### src/hdl/crd_pkg.sv
// Shared constants and types for the clock request distributor
package crd_pkg;

	// Main source codes
	localparam logic [1:0] SRC_FAST = 2'h0;
	localparam logic [1:0] SRC_SLOW = 2'h1;
	localparam logic [1:0] SRC_RSVD = 2'h2;
	localparam logic [1:0] SRC_EXT  = 2'h3;

	// Asynchronous clock source codes held by consumers
	localparam logic ASRC_SLOW = 1'h0;
	localparam logic ASRC_EXT  = 1'h1;

	// Prescaler ratio codes
	localparam int          RATIO_COUNT  = 12;
	localparam logic [3:0]  RATIO_RESET  = 4'h7;
	localparam logic [6:0]  RATIO_MAX    = 7'h40;
	localparam logic [1:0]  SRC_RESET    = SRC_FAST;

	// Source level changes needed before a switch completes
	localparam logic [3:0]  SWITCH_EDGES = 4'h8;

	// Divide factor per ratio code
	function automatic logic [6:0] crd_ratio(input logic [3:0] code);
		case (code)
			4'h0:    crd_ratio = 7'h01;
			4'h1:    crd_ratio = 7'h02;
			4'h2:    crd_ratio = 7'h04;
			4'h3:    crd_ratio = 7'h08;
			4'h4:    crd_ratio = 7'h10;
			4'h5:    crd_ratio = 7'h20;
			4'h6:    crd_ratio = 7'h40;
			4'h7:    crd_ratio = 7'h06;
			4'h8:    crd_ratio = 7'h0a;
			4'h9:    crd_ratio = 7'h0c;
			4'ha:    crd_ratio = 7'h18;
			4'hb:    crd_ratio = 7'h30;
			default: crd_ratio = 7'h00;
		endcase
	endfunction : crd_ratio

	typedef enum logic [1:0] {
		SLEEP_ACTIVE,
		SLEEP_IDLE,
		SLEEP_STANDBY,
		SLEEP_POWERDOWN
	} crd_sleep_t;

	typedef struct packed {
		logic fast;
		logic slow;
		logic ext;
	} crd_osc_t;

	typedef struct packed {
		logic rtc;
		logic wdt;
		logic brownout_detector;
	} crd_async_t;

endpackage : crd_pkg

### src/hdl/crd_prescaler.sv
// Glitch-free divider of the main clock
`timescale 1ns/100ps
`default_nettype none
module crd_prescaler
	import crd_pkg::*;
(
	// Clock and reset
	input  wire logic       core_clk,
	input  wire logic       rst,
	// Main clock edges and ratio
	input  wire logic       run,
	input  wire logic       srcChange,
	input  wire logic [3:0] ratioCode,
	// Divided clock
	output logic            divOut,
	output logic            boundary
);

	logic [6:0] halfCnt_reg;
	logic [6:0] ratioHeld_reg;
	logic       hit;

	assign hit = run && srcChange && (halfCnt_reg == ratioHeld_reg - 7'h01);

	// New ratio only taken at a half-period boundary
	always_ff @(posedge core_clk) begin
		if (rst) begin
			ratioHeld_reg <= crd_ratio(RATIO_RESET);
		end else if (hit && ratioCode < 4'(RATIO_COUNT)) begin
			ratioHeld_reg <= crd_ratio(ratioCode);
		end
	end

	always_ff @(posedge core_clk) begin
		if (rst) begin
			halfCnt_reg <= 7'h00;
			divOut      <= 1'b0;
			boundary    <= 1'b0;
		end else begin
			boundary <= hit;
			if (hit) begin
				halfCnt_reg <= 7'h00;
				divOut      <= ~divOut;
			end else if (run && srcChange) begin
				halfCnt_reg <= halfCnt_reg + 7'h01;
			end
		end
	end
endmodule : crd_prescaler
`default_nettype wire

### src/hdl/crd_distributor.sv
// Clock request distributor: source select, prescale, request routing
`timescale 1ns/100ps
`default_nettype none
module crd_distributor
	import crd_pkg::*;
(
	// Clock and reset
	input  wire logic       core_clk,
	input  wire logic       rst,
	// Oscillator and external clock levels
	input  wire crd_osc_t   oscLevel,
	// Main clock control A fields
	input  wire logic [1:0] mainSourceSelect,
	input  wire logic [3:0] prescaleSelect,
	// Power state and main clock requests
	input  wire crd_sleep_t sleepMode,
	input  wire logic       standbyMainRequest,
	input  wire logic       nvmBusy,
	// Consumer configuration
	input  wire logic       rtcEnable,
	input  wire logic       periodicTimerEnable,
	input  wire logic       rtcSource,
	input  wire logic       watchdogEnable,
	input  wire logic       brownoutEnable,
	input  wire logic       brownoutSampled,
	// Oscillator enables
	output crd_osc_t        oscEnable,
	// Derived clocks
	output logic            cpuClock,
	output logic            perClock,
	output logic            peripheralClockPinOut,
	output crd_async_t      asyncRequest,
	output crd_async_t      asyncClock,
	// Status
	output logic            mainRunning,
	output logic [1:0]      activeSource,
	output logic            sourceSwitchingFlag
);

	////////////////////////////////////////////////////////////////////////////
	// Source levels

	logic [1:0] targetSrc_reg;
	logic       pending_reg;
	logic [3:0] edgeCnt_reg;
	logic       activeLevel;
	logic       targetLevel;
	logic       activePrev_reg;
	logic       targetPrev_reg;
	logic       commit;
	logic       divOut;
	logic       boundary;
	logic       mainRun;
	crd_async_t reqNext;

	function automatic logic src_level(input logic [1:0] src, input crd_osc_t lv);
		case (src)
			SRC_FAST: src_level = lv.fast;
			SRC_SLOW: src_level = lv.slow;
			SRC_EXT:  src_level = lv.ext;
			default:  src_level = 1'b0;
		endcase
	endfunction : src_level

	assign activeLevel = src_level(activeSource, oscLevel);
	assign targetLevel = src_level(targetSrc_reg, oscLevel);

	////////////////////////////////////////////////////////////////////////////
	// Main source switching

	// Switch ends only after enough target edges, and at a boundary unless the main clock is stopped
	assign commit = pending_reg && edgeCnt_reg >= SWITCH_EDGES
		&& (boundary || !mainRunning);

	always_ff @(posedge core_clk) begin
		if (rst) begin
			targetSrc_reg <= SRC_RESET;
			pending_reg   <= 1'b0;
		end else if (!pending_reg && mainSourceSelect != SRC_RSVD
				&& mainSourceSelect != activeSource) begin
			targetSrc_reg <= mainSourceSelect;
			pending_reg   <= 1'b1;
		end else if (commit) begin
			pending_reg <= 1'b0;
		end
	end

	// Target edges; a target that stops toggling keeps the switch pending
	always_ff @(posedge core_clk) begin
		if (rst || !pending_reg) begin
			edgeCnt_reg <= 4'h0;
		end else if ((targetLevel ^ targetPrev_reg) && edgeCnt_reg < SWITCH_EDGES) begin
			edgeCnt_reg <= edgeCnt_reg + 4'h1;
		end
	end

	always_ff @(posedge core_clk) begin
		if (rst) begin
			activeSource <= SRC_RESET;
		end else if (commit) begin
			activeSource <= targetSrc_reg;
		end
	end

	always_ff @(posedge core_clk) begin
		if (rst) begin
			activePrev_reg <= 1'b0;
			targetPrev_reg <= 1'b0;
		end else begin
			activePrev_reg <= commit ? targetLevel : activeLevel;
			targetPrev_reg <= targetLevel;
		end
	end

	always_ff @(posedge core_clk) begin
		if (rst) begin
			sourceSwitchingFlag <= 1'b0;
		end else begin
			sourceSwitchingFlag <= pending_reg && !commit;
		end
	end

	////////////////////////////////////////////////////////////////////////////
	// Main clock run control

	always_comb begin
		case (sleepMode)
			SLEEP_ACTIVE:    mainRun = 1'b1;
			SLEEP_IDLE:      mainRun = 1'b1;
			SLEEP_STANDBY:   mainRun = standbyMainRequest;
			SLEEP_POWERDOWN: mainRun = nvmBusy;
			default:         mainRun = 1'b1;
		endcase
	end

	always_ff @(posedge core_clk) begin
		if (rst) begin
			mainRunning <= 1'b1;
		end else begin
			mainRunning <= mainRun;
		end
	end

	crd_prescaler i_crd_prescaler (
		.core_clk  (core_clk),
		.rst       (rst),
		.run       (mainRunning),
		.srcChange ((activeLevel ^ activePrev_reg) && !commit),
		.ratioCode (prescaleSelect),
		.divOut    (divOut),
		.boundary  (boundary)
	);

	always_ff @(posedge core_clk) begin
		if (rst) begin
			cpuClock              <= 1'b0;
			perClock              <= 1'b0;
			peripheralClockPinOut <= 1'b0;
		end else begin
			cpuClock              <= divOut;
			perClock              <= divOut;
			peripheralClockPinOut <= divOut;
		end
	end

	////////////////////////////////////////////////////////////////////////////
	// Asynchronous requests and oscillator enables

	always_comb begin
		reqNext.rtc = rtcEnable || periodicTimerEnable;
		reqNext.wdt = watchdogEnable;
		reqNext.brownout_detector = brownoutEnable && brownoutSampled;
	end

	always_ff @(posedge core_clk) begin
		if (rst) begin
			asyncRequest <= '0;
		end else begin
			asyncRequest <= reqNext;
		end
	end

	always_ff @(posedge core_clk) begin
		if (rst) begin
			asyncClock <= '0;
		end else begin
			asyncClock.rtc <= asyncRequest.rtc
				&& (rtcSource == ASRC_EXT ? oscLevel.ext : oscLevel.slow);
			asyncClock.wdt <= asyncRequest.wdt && oscLevel.slow;
			asyncClock.brownout_detector <= asyncRequest.brownout_detector && oscLevel.slow;
		end
	end

	// An oscillator runs exactly while something asks for it
	always_ff @(posedge core_clk) begin
		if (rst) begin
			oscEnable <= '{fast: 1'b1, slow: 1'b0, ext: 1'b0};
		end else begin
			oscEnable.fast <= (mainRun && activeSource == SRC_FAST)
				|| (pending_reg && targetSrc_reg == SRC_FAST);
			oscEnable.slow <= (mainRun && activeSource == SRC_SLOW)
				|| (pending_reg && targetSrc_reg == SRC_SLOW)
				|| reqNext.wdt || reqNext.brownout_detector
				|| (reqNext.rtc && rtcSource == ASRC_SLOW);
			oscEnable.ext  <= (mainRun && activeSource == SRC_EXT)
				|| (pending_reg && targetSrc_reg == SRC_EXT)
				|| (reqNext.rtc && rtcSource == ASRC_EXT);
		end
	end
endmodule : crd_distributor
`default_nettype wire

### config.mk
export PLATFORM = sky130hd
export DESIGN_NAME = crd_distributor
export DESIGN_NICKNAME = d
export VERILOG_FILES = /design/src/hdl/crd_pkg.sv /design/src/hdl/crd_prescaler.sv /design/src/hdl/crd_distributor.sv
export SDC_FILE = /design/constraint.sdc
export NUM_CORES = 1
export LEC_CHECK = 0
export BUFFER_PORTS_ARGS = -buffer_cell sky130_fd_sc_hd__clkbuf_2
export CORE_MARGIN = 3
export CORE_UTILIZATION = 45
export DETAILED_ROUTE_END_ITERATION = 7
export PLACE_DENSITY = 0.66
export REMOVE_ABC_BUFFERS = 1
export SLEW_MARGIN = 15
export SYNTH_ARGS = -nofsm -noshare
export SYNTH_HDL_FRONTEND = slang
export SYNTH_HIERARCHICAL = 1
export SYNTH_SLANG_ARGS = --single-unit
### constraint.sdc
create_clock -name core_clk -period 3.25 [get_ports core_clk]
set_input_delay 0.65 -clock core_clk [delete_from_list [all_inputs] [get_ports core_clk]]
set_output_delay 0.65 -clock core_clk [all_outputs]
set_load 0.05 [all_outputs]
==> metrics.json, run 1 <==
{
  "outcome": {"value": "completed"},
  "antenna_violating_nets_post_route": {"value": 0},
  "cellPowerDensity": {"value": 450, "unit": "nW/um^2"},
  "routed_wl": {"value": 4.34, "unit": "mm"},
  "seq_power_share": {"value": 48.8, "unit": "%"},
  "clock_tree_from_tritoncts": {"value": "built"},
  "switching_power": {"value": 273, "unit": "uW"},
  "hp-class": {"value": "reg -> reg"},
  "antenna_violations_before_repair": {"value": 0},
  "fin_tns_setup": {"value": 0, "unit": "ps"},
  "die_area": {"value": 5370, "unit": "um^2"},
  "core_area": {"value": 4170, "unit": "um^2"},
  "setup_repair_after_global_routing_missed_its_margin": {"value": "no"},
  "post_cts.resized_instances": {"value": 0},
  "cts.clk_slew.worst_paths": {"value": 80, "unit": "ps"},
  "worstSetupPathType": {"value": "reg -> reg"},
  "floorplan.die.width": {"value": 73.3, "unit": "um"},
  "clock_path_buffers": {"value": 2},
  "crit_path_end_kind": {"value": "register"},
  "crit_start": {"value": "activeSource[0]$_SDFFE_PP0P_"},
  "cts.sink_count": {"value": 39},
  "maxSlewViolCount": {"value": 0},
  "area.sequential": {"value": 781, "unit": "um^2"},
  "final.setup.worst_slack": {"value": 514, "unit": "ps"},
  "die_y": {"value": 73.3, "unit": "um"},
  "yosys_register_bits": {"value": 39},
  "routability_congestion_estimate": {"value": 0.830},
  "rr_startpoint": {"value": "activeSource[0]$_SDFFE_PP0P_"},
  "layout_min_cycle_time": {"value": 2740, "unit": "ps"},
  "grt.total_usage": {"value": 17.4, "unit": "%"},
  "total_power": {"value": 1.05, "unit": "mW"},
  "syn-mean-instance-area": {"value": 8.89, "unit": "um^2"},
  "std_cell_rows": {"value": 23},
  "post-cts-setup-buffer-count": {"value": 0},
  "maximum_fanout_along_the_worst_path": {"value": 9},
  "layout-drive-gt1-share": {"value": 22.9, "unit": "%"},
  "switching_part_of_the_total_power": {"value": 26.0, "unit": "%"},
  "synth_async_sr_flop_share": {"value": 0, "unit": "%"},
  "place_hpwl": {"value": 3.31, "unit": "mm"},
  "clockPowerShare": {"value": 38.0, "unit": "%"},
  "slew-limit-headroom": {"value": 73.8, "unit": "%"},
  "placement.io_buffers": {"value": 36},
  "power_leakage": {"value": 0.997, "unit": "nW"},
  "global_route_wire_length_before_repair": {"value": 7.21, "unit": "mm"},
  "synthesis.instances": {"value": 229},
  "cts.root.buffer_cell": {"value": "sky130_fd_sc_hd__clkbuf_8"},
  "final_setup_violation_count": {"value": 0},
  "post-route-period-util": {"value": 84.2, "unit": "%"},
  "cts-buffers-inserted": {"value": 5},
  "max_slew.worst_pin.slew": {"value": 390, "unit": "ps"},
  "worstSetupStartpointType": {"value": "register"},
  "synth_top_flop_cell": {"value": "sky130_fd_sc_hd__dfxtp_1"},
  "worst_hold_slack": {"value": 479, "unit": "ps"},
  "timing.critical_path.arrival": {"value": 2940, "unit": "ps"},
  "yosys.cell_count.top_type": {"value": "sky130_fd_sc_hd__dfxtp_1"},
  "preCtsSetupSlack": {"value": 275, "unit": "ps"},
  "grt-ovfl-total": {"value": 0},
  "detail_route.drc_violations": {"value": 0},
  "synth.yosys.seq_area_share": {"value": 38.3, "unit": "%"},
  "cts-htree-levels": {"value": 2},
  "synth.top_cells.by_count": {"value": "39 x sky130_fd_sc_hd__dfxtp_1, 16 x sky130_fd_sc_hd__nor2_1, 15 x sky130_fd_sc_hd__nand2_1, 13 x sky130_fd_sc_hd__nor3_1"},
  "clk_latency": {"value": 290, "unit": "ps"},
  "number_of_antenna_cells_inserted": {"value": 0},
  "multi_input_gate_area_in_the_final_layout": {"value": 1140, "unit": "um^2"},
  "hold_start": {"value": "edgeCnt_reg[2]$_SDFFE_PP0P_"},
  "netlist.area_leader.share": {"value": 38.3, "unit": "%"},
  "final_nets": {"value": 286},
  "worst_ep_required": {"value": 3450, "unit": "ps"},
  "avgViaCountPerCell": {"value": 5.42},
  "post_synth_instance_area": {"value": 2040, "unit": "um^2"},
  "timing.clock.skew": {"value": 4.49, "unit": "ps"},
  "starting_density_of_the_core": {"value": 48.8, "unit": "%"},
  "netlist-cell-type-count": {"value": 52},
  "synth_largest_area_cell": {"value": "sky130_fd_sc_hd__dfxtp_1"},
  "netlist_top_cells_area": {"value": "sky130_fd_sc_hd__dfxtp_1 38%, sky130_fd_sc_hd__mux2i_1 5.4%, sky130_fd_sc_hd__xnor2_1 4.3%"},
  "filler_cell_count": {"value": 380},
  "maxCapViolations": {"value": 0},
  "report.final.hold_viol_count": {"value": 0},
  "area_delta_synth_final": {"value": 14.6, "unit": "%"},
  "i_o_pin_count": {"value": 37},
  "internal-power": {"value": 776, "unit": "uW"},
  "drtPass1Iterations": {"value": 5},
  "hold_buf_cts": {"value": 0},
  "via_count_of_the_first_global_routing_pass": {"value": 1557},
  "via_count": {"value": 1692},
  "total_of_warnings_raised_by_yosys": {"value": 6},
  "grt_start_max_net_pins": {"value": 27},
  "timing.fmax": {"value": 365, "unit": "MHz"},
  "worst_ir_drop_vdd": {"value": 0.296, "unit": "mV"},
  "pwr-share-comb": {"value": 13.2, "unit": "%"},
  "detailed_route_wire_length_per_cell": {"value": 13.9, "unit": "um"},
  "initialDrtViolationCount": {"value": 85},
  "synth_edf_count": {"value": 0}
}
==> per-layer routing <==
metal | share of wire, % | global-route usage [%] | up-vias | wire length (um)
met4 | 1.5 | 6.15 | 0 | 63
li1 | - | - | 865 | -
met2 | 43 | 26.3 | 42 | 1890
met1 | 50 | 24.1 | 778 | 2190
met5 | 0 | 0 | - | 0
met3 | 4.6 | 4.24 | 7 | 199
==> final cells by class <==
type	instances	area share, %
inverters	9	1.45
repair buffers	39	8.69
flip-flops and latches	39	33.5
well taps	50	2.68
multi-input cells	167	48.9
clock inverters	3	1.88
clock buffers	5	2.95
==> critical path: stages (launching register included) <==
cell and delay [ps]:
sky130_fd_sc_hd__dfxtp_1 510, sky130_fd_sc_hd__mux2i_1 120, sky130_fd_sc_hd__o21ai_0 260, sky130_fd_sc_hd__xor2_1 170
sky130_fd_sc_hd__and2_1 150, sky130_fd_sc_hd__nand2_1 120, sky130_fd_sc_hd__or3_1 380, sky130_fd_sc_hd__a211oi_2 260
sky130_fd_sc_hd__o211a_2 360, sky130_fd_sc_hd__a21oi_1 100, sky130_fd_sc_hd__a311oi_1 220
==> worst paths after layout <==
| kind | endpoint | slack, ps | depth (start not counted) |
|---|---|---|---|
| max | i_crd_prescaler/ratioHeld_reg[4]$_SDFFE_PP0P_ | 510 | 10 |
| max reg2reg | i_crd_prescaler/ratioHeld_reg[4]$_SDFFE_PP0P_ | 510 | 10 |
| min reg2reg | edgeCnt_reg[2]$_SDFFE_PP0P_ | 480 | 2 |
| min | edgeCnt_reg[2]$_SDFFE_PP0P_ | 480 | 2 |
==> kinds of logic after synthesis <==
group	Yosys count	share of synthesized area, %
AO/OA/AOI/OAI	44	15.5
XOR/XNOR	19	8.17
adder cells (fa/ha/maj)	4	2.46
buffers and inverters	23	5.65
flip-flops	39	38.3
multiplexers	13	6.70
AND/OR/NAND/NOR	87	23.2
==> cells in the final DEF (no fill, tap or decap), types with 2 or more instances in the layout <==
cell and n:
sky130_fd_sc_hd__nor3_1 13, sky130_fd_sc_hd__buf_4 3, sky130_fd_sc_hd__xor2_1 9, sky130_fd_sc_hd__mux2i_1 11, sky130_fd_sc_hd__o211ai_1 2, sky130_fd_sc_hd__inv_1 9, sky130_fd_sc_hd__nand4_1 2, sky130_fd_sc_hd__a211o_1 2
sky130_fd_sc_hd__and2_1 4, sky130_fd_sc_hd__a311oi_1 4, sky130_fd_sc_hd__a21oi_1 11, sky130_fd_sc_hd__ha_1 4, sky130_fd_sc_hd__nand3_1 9, sky130_fd_sc_hd__nor4b_1 2, sky130_fd_sc_hd__clkbuf_2 36, sky130_fd_sc_hd__a31oi_1 3
sky130_fd_sc_hd__clkbuf_8 5, sky130_fd_sc_hd__xnor2_1 10, sky130_fd_sc_hd__nand2b_1 2, sky130_fd_sc_hd__and3_1 4, sky130_fd_sc_hd__or3_1 2, sky130_fd_sc_hd__o21ai_0 9, sky130_fd_sc_hd__nor3b_1 4, sky130_fd_sc_hd__nor2_1 16
sky130_fd_sc_hd__nand3b_1 3, sky130_fd_sc_hd__dfxtp_1 39, sky130_fd_sc_hd__nor2b_1 4, sky130_fd_sc_hd__nand2_1 15
==> stage by stage <==
stage          cells  util [%]  area (um^2)
5_1_grt          312      55.9         2330
6_report         312      55.9         2330
2_1_floorplan    215         -         1960
4_1_cts          312      55.9         2330
3_3_place_gp     304      53.2         2220
3_5_place_dp     304      53.2         2220
==> power by group through the flow <==
stage,logic [mW],registers (mW),clock network (mW)
floorplan,0.0693,0.542,0
global placement,0.137,0.523,0
detailed placement,0.139,0.523,0
CTS,0.139,0.512,0.412
global route,0.153,0.515,0.429
finish,0.138,0.512,0.399
Power figures use the tool's default switching activity.
==> run 2: changes to the inputs <==
Settings changed: ABC_AREA from default to 1.
Clock period 3.25 ns to 2.6 ns, I/O delays scaled along.
==> metrics.json, run 2 <==
{
  "cts-htree-levels": {"value": 2},
  "netlist.area_leader.share": {"value": 38.7, "unit": "%"},
  "die_y": {"value": 73.0, "unit": "um"},
  "report.final.hold_viol_count": {"value": 0},
  "clk_latency": {"value": 280, "unit": "ps"},
  "layout_commonest_cell": {"value": "sky130_fd_sc_hd__nand2_1"},
  "crit_path_frequent_cell": {"value": "sky130_fd_sc_hd__nor2_1"},
  "yosys_register_bits": {"value": 39},
  "max_slew.worst_pin.slew": {"value": 493, "unit": "ps"},
  "drtPass1Iterations": {"value": 4},
  "i_o_pin_count": {"value": 37},
  "clock_path_buffers": {"value": 2},
  "synth.yosys.seq_area_share": {"value": 38.7, "unit": "%"},
  "place_hpwl": {"value": 3.31, "unit": "mm"},
  "grt.total_usage": {"value": 17.5, "unit": "%"},
  "worst_ir_drop_vdd": {"value": 0.378, "unit": "mV"},
  "synth_largest_area_cell": {"value": "sky130_fd_sc_hd__dfxtp_1"},
  "slowest_stage": {"value": "sky130_fd_sc_hd__dfxtp_1"},
  "slew-limit-headroom": {"value": 66.7, "unit": "%"},
  "cts.root.buffer_cell": {"value": "sky130_fd_sc_hd__clkbuf_8"},
  "synth.top_cells.by_count": {"value": "69 x sky130_fd_sc_hd__nand2_1, 39 x sky130_fd_sc_hd__dfxtp_1, 38 x sky130_fd_sc_hd__nor2_1, 36 x sky130_fd_sc_hd__inv_1, 23 x sky130_fd_sc_hd__nand3_1"},
  "area_delta_synth_final": {"value": 15.9, "unit": "%"},
  "antenna_violations_before_repair": {"value": 0},
  "hold_buf_cts": {"value": 0},
  "setup_repair_after_global_routing_missed_its_margin": {"value": "no"},
  "netlist-cell-type-count": {"value": 29},
  "finish.instance_area": {"value": 2340, "unit": "um^2"},
  "post_cts.resized_instances": {"value": 0},
  "post-route-period-util": {"value": 84.3, "unit": "%"},
  "via_count_of_the_first_global_routing_pass": {"value": 1646},
  "detail_route.drc_violations": {"value": 0},
  "initialDrtViolationCount": {"value": 88},
  "global_route_wire_length_before_repair": {"value": 7.36, "unit": "mm"},
  "crit_path_max_incr_delay": {"value": 450, "unit": "ps"},
  "cp_top_family": {"value": "simple AND/OR/NAND/NOR gates"},
  "fin_tns_setup": {"value": 0, "unit": "ps"},
  "syn-mean-instance-area": {"value": 6.95, "unit": "um^2"},
  "timing.critical_path.cells": {"value": "inv_1 -> nand3_1 -> nand2_1 -> a21oi_1 -> xor2_1 -> nor2_1 -> nand2_1 -> inv_2 -> nand3_2 -> nor2_2 -> nand3_2 -> nor2_4 -> nand3_4 -> nor2_1 -> nor2_1"},
  "maximum_fanout_along_the_worst_path": {"value": 9},
  "final_setup_violation_count": {"value": 0},
  "layout_min_cycle_time": {"value": 2190, "unit": "ps"},
  "std_cell_rows": {"value": 23},
  "timing.clock.skew": {"value": 8.65, "unit": "ps"},
  "avgViaCountPerCell": {"value": 4.93},
  "layout-drive-gt1-share": {"value": 20.1, "unit": "%"},
  "grt-ovfl-total": {"value": 0},
  "detailed_place.area": {"value": 2240, "unit": "um^2"},
  "netlist_top_cells_area": {"value": "sky130_fd_sc_hd__dfxtp_1 39%, sky130_fd_sc_hd__nand2_1 13%, sky130_fd_sc_hd__nor2_1 7.1%"},
  "power_leakage": {"value": 1.14, "unit": "nW"},
  "die_area": {"value": 5320, "unit": "um^2"},
  "grt_start_max_net_pins": {"value": 19},
  "synth_top_flop_cell": {"value": "sky130_fd_sc_hd__dfxtp_1"},
  "antenna_violating_nets_post_route": {"value": 0},
  "crit_path_end_kind": {"value": "register"},
  "synth_edf_count": {"value": 0},
  "via_count": {"value": 1867},
  "maxCapViolations": {"value": 0},
  "cts.clk_slew.worst_paths": {"value": 70, "unit": "ps"},
  "core_area": {"value": 4170, "unit": "um^2"},
  "final_nets": {"value": 354},
  "worstSetupPathType": {"value": "reg -> reg"},
  "maxSlewViolCount": {"value": 0},
  "synth_async_sr_flop_share": {"value": 0, "unit": "%"},
  "cts.sink_count": {"value": 39},
  "cts-buffers-inserted": {"value": 5},
  "final_cell_mix": {"value": "69 x sky130_fd_sc_hd__nand2_1, 39 x sky130_fd_sc_hd__dfxtp_1, 38 x sky130_fd_sc_hd__nor2_1"},
  "clock_tree_from_tritoncts": {"value": "built"},
  "detailed_route_wire_length_per_cell": {"value": 11.4, "unit": "um"},
  "placement.io_buffers": {"value": 36},
  "synthesis.instances": {"value": 290},
  "worstPathBufferInverterCount": {"value": 2},
  "cellPowerDensity": {"value": 540, "unit": "nW/um^2"},
  "post_synth_instance_area": {"value": 2020, "unit": "um^2"},
  "timing.critical_path.arrival": {"value": 2370, "unit": "ps"},
  "worstSetupStartpointType": {"value": "register"},
  "routability_congestion_estimate": {"value": 0.882},
  "floorplan.die.width": {"value": 73.0, "unit": "um"},
  "timing.fmax": {"value": 456, "unit": "MHz"},
  "hp-class": {"value": "reg -> reg"},
  "total_of_warnings_raised_by_yosys": {"value": 6},
  "yosys.cell_count.top_type": {"value": "sky130_fd_sc_hd__nand2_1"},
  "post-cts-setup-buffer-count": {"value": 0},
  "worst_ep_required": {"value": 2770, "unit": "ps"},
  "routed_wl": {"value": 4.33, "unit": "mm"},
  "starting_density_of_the_core": {"value": 48.3, "unit": "%"},
  "number_of_antenna_cells_inserted": {"value": 0},
  "outcome": {"value": "completed"}
}
run 2: changes by cell type in the layout (fill, tap and decap cells not counted), moves of 5 or more:
cell,previous run,this run
sky130_fd_sc_hd__mux2i_1,11,0
sky130_fd_sc_hd__nand2_1,15,69
sky130_fd_sc_hd__nor3_1,13,4
sky130_fd_sc_hd__nand2_2,0,6
sky130_fd_sc_hd__a21oi_1,11,17
sky130_fd_sc_hd__inv_1,9,36
sky130_fd_sc_hd__xnor2_1,10,3
sky130_fd_sc_hd__nand4_1,2,7
sky130_fd_sc_hd__nor2_1,16,38
sky130_fd_sc_hd__nand3_1,9,23
sky130_fd_sc_hd__nand3_2,0,6
sky130_fd_sc_hd__inv_2,0,5
run 2: kinds of logic after synthesis:
family / synth area share (%)
adder cells (fa/ha/maj): 2.48
AO/OA/AOI/OAI: 8.87
AND/OR/NAND/NOR: 37.2
buffers and inverters: 8.81
XOR/XNOR: 3.91
flip-flops: 38.7
run 2: area by class of cell:
| type | count | area (um^2) |
|---|---|---|
| Fill cell | 416 | 1830 |
| Sequential cell | 39 | 781 |
| Tap cell | 50 | 62.6 |
| Multi-Input combinational cell | 206 | 1060 |
| Clock inverter | 1 | 30.0 |
| Timing Repair Buffer | 36 | 180 |
| Clock buffer | 6 | 72.6 |
| Inverter | 41 | 154 |
run 2: worst min-delay path: cells and delay by family, from the launching register on:
family        cells  cell delay [ps]
flops             1              320
buf+inv           1               50
simple gates      1               30
run 2: metal layers:
| metal | track usage (%) | up-vias | wire length, um |
|---|---|---|---|
| met5 | 0 | - | 0 |
| li1 | - | 998 | - |
| met4 | 7.38 | 0 | 76 |
| met2 | 25.7 | 38 | 1890 |
| met1 | 24.6 | 825 | 2180 |
| met3 | 3.99 | 6 | 181 |
run 2: worst paths after layout:
path         slack, ps  cells past startpoint                                       endpoint                                start
min reg2reg        440                      2               peripheralClockPinOut$_SDFF_PP0_  i_crd_prescaler/divOut$_SDFFE_PP0P_
min                440                      2               peripheralClockPinOut$_SDFF_PP0_  i_crd_prescaler/divOut$_SDFFE_PP0P_
max reg2reg        410                     15  i_crd_prescaler/ratioHeld_reg[5]$_SDFFE_PP0P_         activeSource[1]$_SDFFE_PP0P_
max                410                     15  i_crd_prescaler/ratioHeld_reg[5]$_SDFFE_PP0P_         activeSource[1]$_SDFFE_PP0P_
run 2: where the power goes:
| part | switching (mW) | total (mW) | internal [mW] |
|---|---|---|---|
| logic | 0.109 | 0.156 | 0.0479 |
| registers | 0.0157 | 0.632 | 0.616 |
| clock network | 0.192 | 0.473 | 0.281 |
| total | 0.316 | 1.26 | 0.945 |
run 2: per-stage QoR:
stage	total power, mW	instances	utilization [%]	hold slack, ps	worst slack (ps)
final	1.26	379	56.0	435	407
after global routing	1.32	379	56.0	451	137
after CTS	1.28	379	56.0	436	425
after detailed placement	0.799	372	53.6	420	337
after global placement	0.798	372	53.6	423	386
after floorplan	0.748	286	-	403	273
==> run 3: changes to the inputs <==
Clock period 2.6 ns to 2.2 ns, I/O delays scaled along.
==> metrics.json, run 3 (synthesized netlist as in run 2, its figures left out) <==
{
  "worstSetupStartpointType": {"value": "register"},
  "total_power": {"value": 1.54, "unit": "mW"},
  "layout_commonest_cell": {"value": "sky130_fd_sc_hd__nand2_1"},
  "cts-buffers-inserted": {"value": 5},
  "worst_hold_slack": {"value": 366, "unit": "ps"},
  "drtPass1Iterations": {"value": 4},
  "final_cell_mix": {"value": "69 x sky130_fd_sc_hd__nand2_1, 38 x sky130_fd_sc_hd__nor2_1, 37 x sky130_fd_sc_hd__dfxtp_1"},
  "outcome": {"value": "completed"},
  "cellPowerDensity": {"value": 647, "unit": "nW/um^2"},
  "post-cts-setup-buffer-count": {"value": 0},
  "maximum_fanout_along_the_worst_path": {"value": 9},
  "crit_path_max_incr_delay": {"value": 380, "unit": "ps"},
  "final_setup_violation_count": {"value": 0},
  "slew-limit-headroom": {"value": 71.4, "unit": "%"},
  "detail_route.drc_violations": {"value": 0},
  "timing.critical_path.cells": {"value": "inv_1 -> nand3_1 -> nand2_1 -> a21oi_2 -> xor2_1 -> nor2_1 -> nand2_1 -> inv_2 -> nand3_2 -> nor2_2 -> nand3_2 -> nor2_4 -> nand3_4 -> a21oi_1 -> nor2_1"},
  "clock_tree_from_tritoncts": {"value": "built"},
  "grt-ovfl-total": {"value": 0},
  "layout-drive-gt1-share": {"value": 22.2, "unit": "%"},
  "global_route_wire_length_before_repair": {"value": 7.48, "unit": "mm"},
  "starting_density_of_the_core": {"value": 48.3, "unit": "%"},
  "initialDrtViolationCount": {"value": 55},
  "detailed_route_wire_length_per_cell": {"value": 11.1, "unit": "um"},
  "std_cell_rows": {"value": 23},
  "worst_ir_drop_vdd": {"value": 0.424, "unit": "mV"},
  "hp-class": {"value": "in -> reg"},
  "maxSlewViolCount": {"value": 0},
  "max_slew.worst_pin.slew": {"value": 423, "unit": "ps"},
  "grt_start_max_net_pins": {"value": 19},
  "routed_wl": {"value": 4.24, "unit": "mm"},
  "cts.clk_slew.worst_paths": {"value": 70, "unit": "ps"},
  "core_area": {"value": 4170, "unit": "um^2"},
  "i_o_pin_count": {"value": 37},
  "cts.root.buffer_cell": {"value": "sky130_fd_sc_hd__clkbuf_8"},
  "min_delay_path_depth": {"value": 2},
  "setup_repair_after_global_routing_missed_its_margin": {"value": "no"},
  "place_hpwl": {"value": 3.33, "unit": "mm"},
  "antenna_violating_nets_post_route": {"value": 0},
  "placement.io_buffers": {"value": 36},
  "cts.sink_count": {"value": 39},
  "via_count_of_the_first_global_routing_pass": {"value": 1704},
  "final_nets": {"value": 357},
  "avgViaCountPerCell": {"value": 4.88},
  "die_y": {"value": 73.0, "unit": "um"},
  "antenna_violations_before_repair": {"value": 0},
  "timing.critical_path.arrival": {"value": 2140, "unit": "ps"},
  "grt.total_usage": {"value": 17.6, "unit": "%"},
  "via_count": {"value": 1870},
  "timing.fmax": {"value": 510, "unit": "MHz"},
  "crit_path_end_kind": {"value": "register"},
  "floorplan.die.width": {"value": 73.0, "unit": "um"},
  "fin_util": {"value": 57.1, "unit": "%"},
  "area_delta_synth_final": {"value": 18.1, "unit": "%"},
  "worst-r2r-cell-count": {"value": 15},
  "routability_congestion_estimate": {"value": 0.889},
  "slowest_stage": {"value": "sky130_fd_sc_hd__dfxtp_2"},
  "maxCapViolations": {"value": 0},
  "power_leakage": {"value": 1.16, "unit": "nW"},
  "report.final.hold_viol_count": {"value": 0},
  "die_area": {"value": 5320, "unit": "um^2"},
  "worst_ep_required": {"value": 2380, "unit": "ps"},
  "timing.clock.skew": {"value": 2.97, "unit": "ps"},
  "clock_path_buffers": {"value": 2},
  "layout_min_cycle_time": {"value": 1960, "unit": "ps"},
  "cts-htree-levels": {"value": 2},
  "clk_latency": {"value": 280, "unit": "ps"},
  "number_of_antenna_cells_inserted": {"value": 0},
  "fin_tns_setup": {"value": 0, "unit": "ps"},
  "worstSetupPathType": {"value": "reg -> reg"},
  "post-route-period-util": {"value": 89.1, "unit": "%"}
}
## run 3: where the power goes
part | internal [mW] | switching, mW | total (mW)
clock | 0.367 | 0.242 | 0.609
sequential | 0.728 | 0.0175 | 0.745
combinational | 0.0605 | 0.128 | 0.188
## run 3: path summary, 6_finish.rpt
path                                       startpoint                                             to  slack [ps]
hold / removal                           sleepMode[1]                         mainRunning$_SDFF_PP1_         370
hold reg to reg   i_crd_prescaler/divOut$_SDFFE_PP0P_               peripheralClockPinOut$_SDFF_PP0_         440
setup reg to reg         activeSource[1]$_SDFFE_PP0P_  i_crd_prescaler/ratioHeld_reg[3]$_SDFFE_PP0P_         240
setup / recovery         activeSource[1]$_SDFFE_PP0P_  i_crd_prescaler/ratioHeld_reg[3]$_SDFFE_PP0P_         240
## run 3: layout make-up
type / count / area (um^2)
Fill cell: 393 / 1790
Clock inverter: 2 / 35.0
Timing Repair Buffer: 39 / 203
Inverter: 41 / 154
Clock buffer: 6 / 82.6
Sequential cell: 39 / 783
Tap cell: 50 / 62.6
Multi-Input combinational cell: 206 / 1060
## run 3: repair_timing
item                                    CTS  global route
hold buffers                              0             0
gates resized for setup                   0             3
endpoints found under the setup margin    0            15
## run 3: routing by layer
metal | vias to the layer above | track usage, % | routed length (um)
li1 | 1008 | - | -
met1 | 811 | 22.9 | 2090
met2 | 47 | 28.4 | 1880
met3 | 4 | 4.41 | 226
met4 | 0 | 5.94 | 41
met5 | - | 0 | 0
## run 3: stage by stage
stage	setup WS, ps	cells	area (um^2)
after floorplan	-127	286	1990
after global placement	133	375	2260
after detailed placement	88.0	375	2260
after CTS	130	383	2380
after global routing	0.160	383	2380
final	239	383	2380
## run 3: worst max-delay path: cells and delay by family, from the launching register on
family / cells / cell delay, ps
XOR/XNOR: 1 / 80
buffers and inverters: 2 / 140
flip-flops: 1 / 380
AO/OA/AOI/OAI: 2 / 330
AND/OR/NAND/NOR: 10 / 930
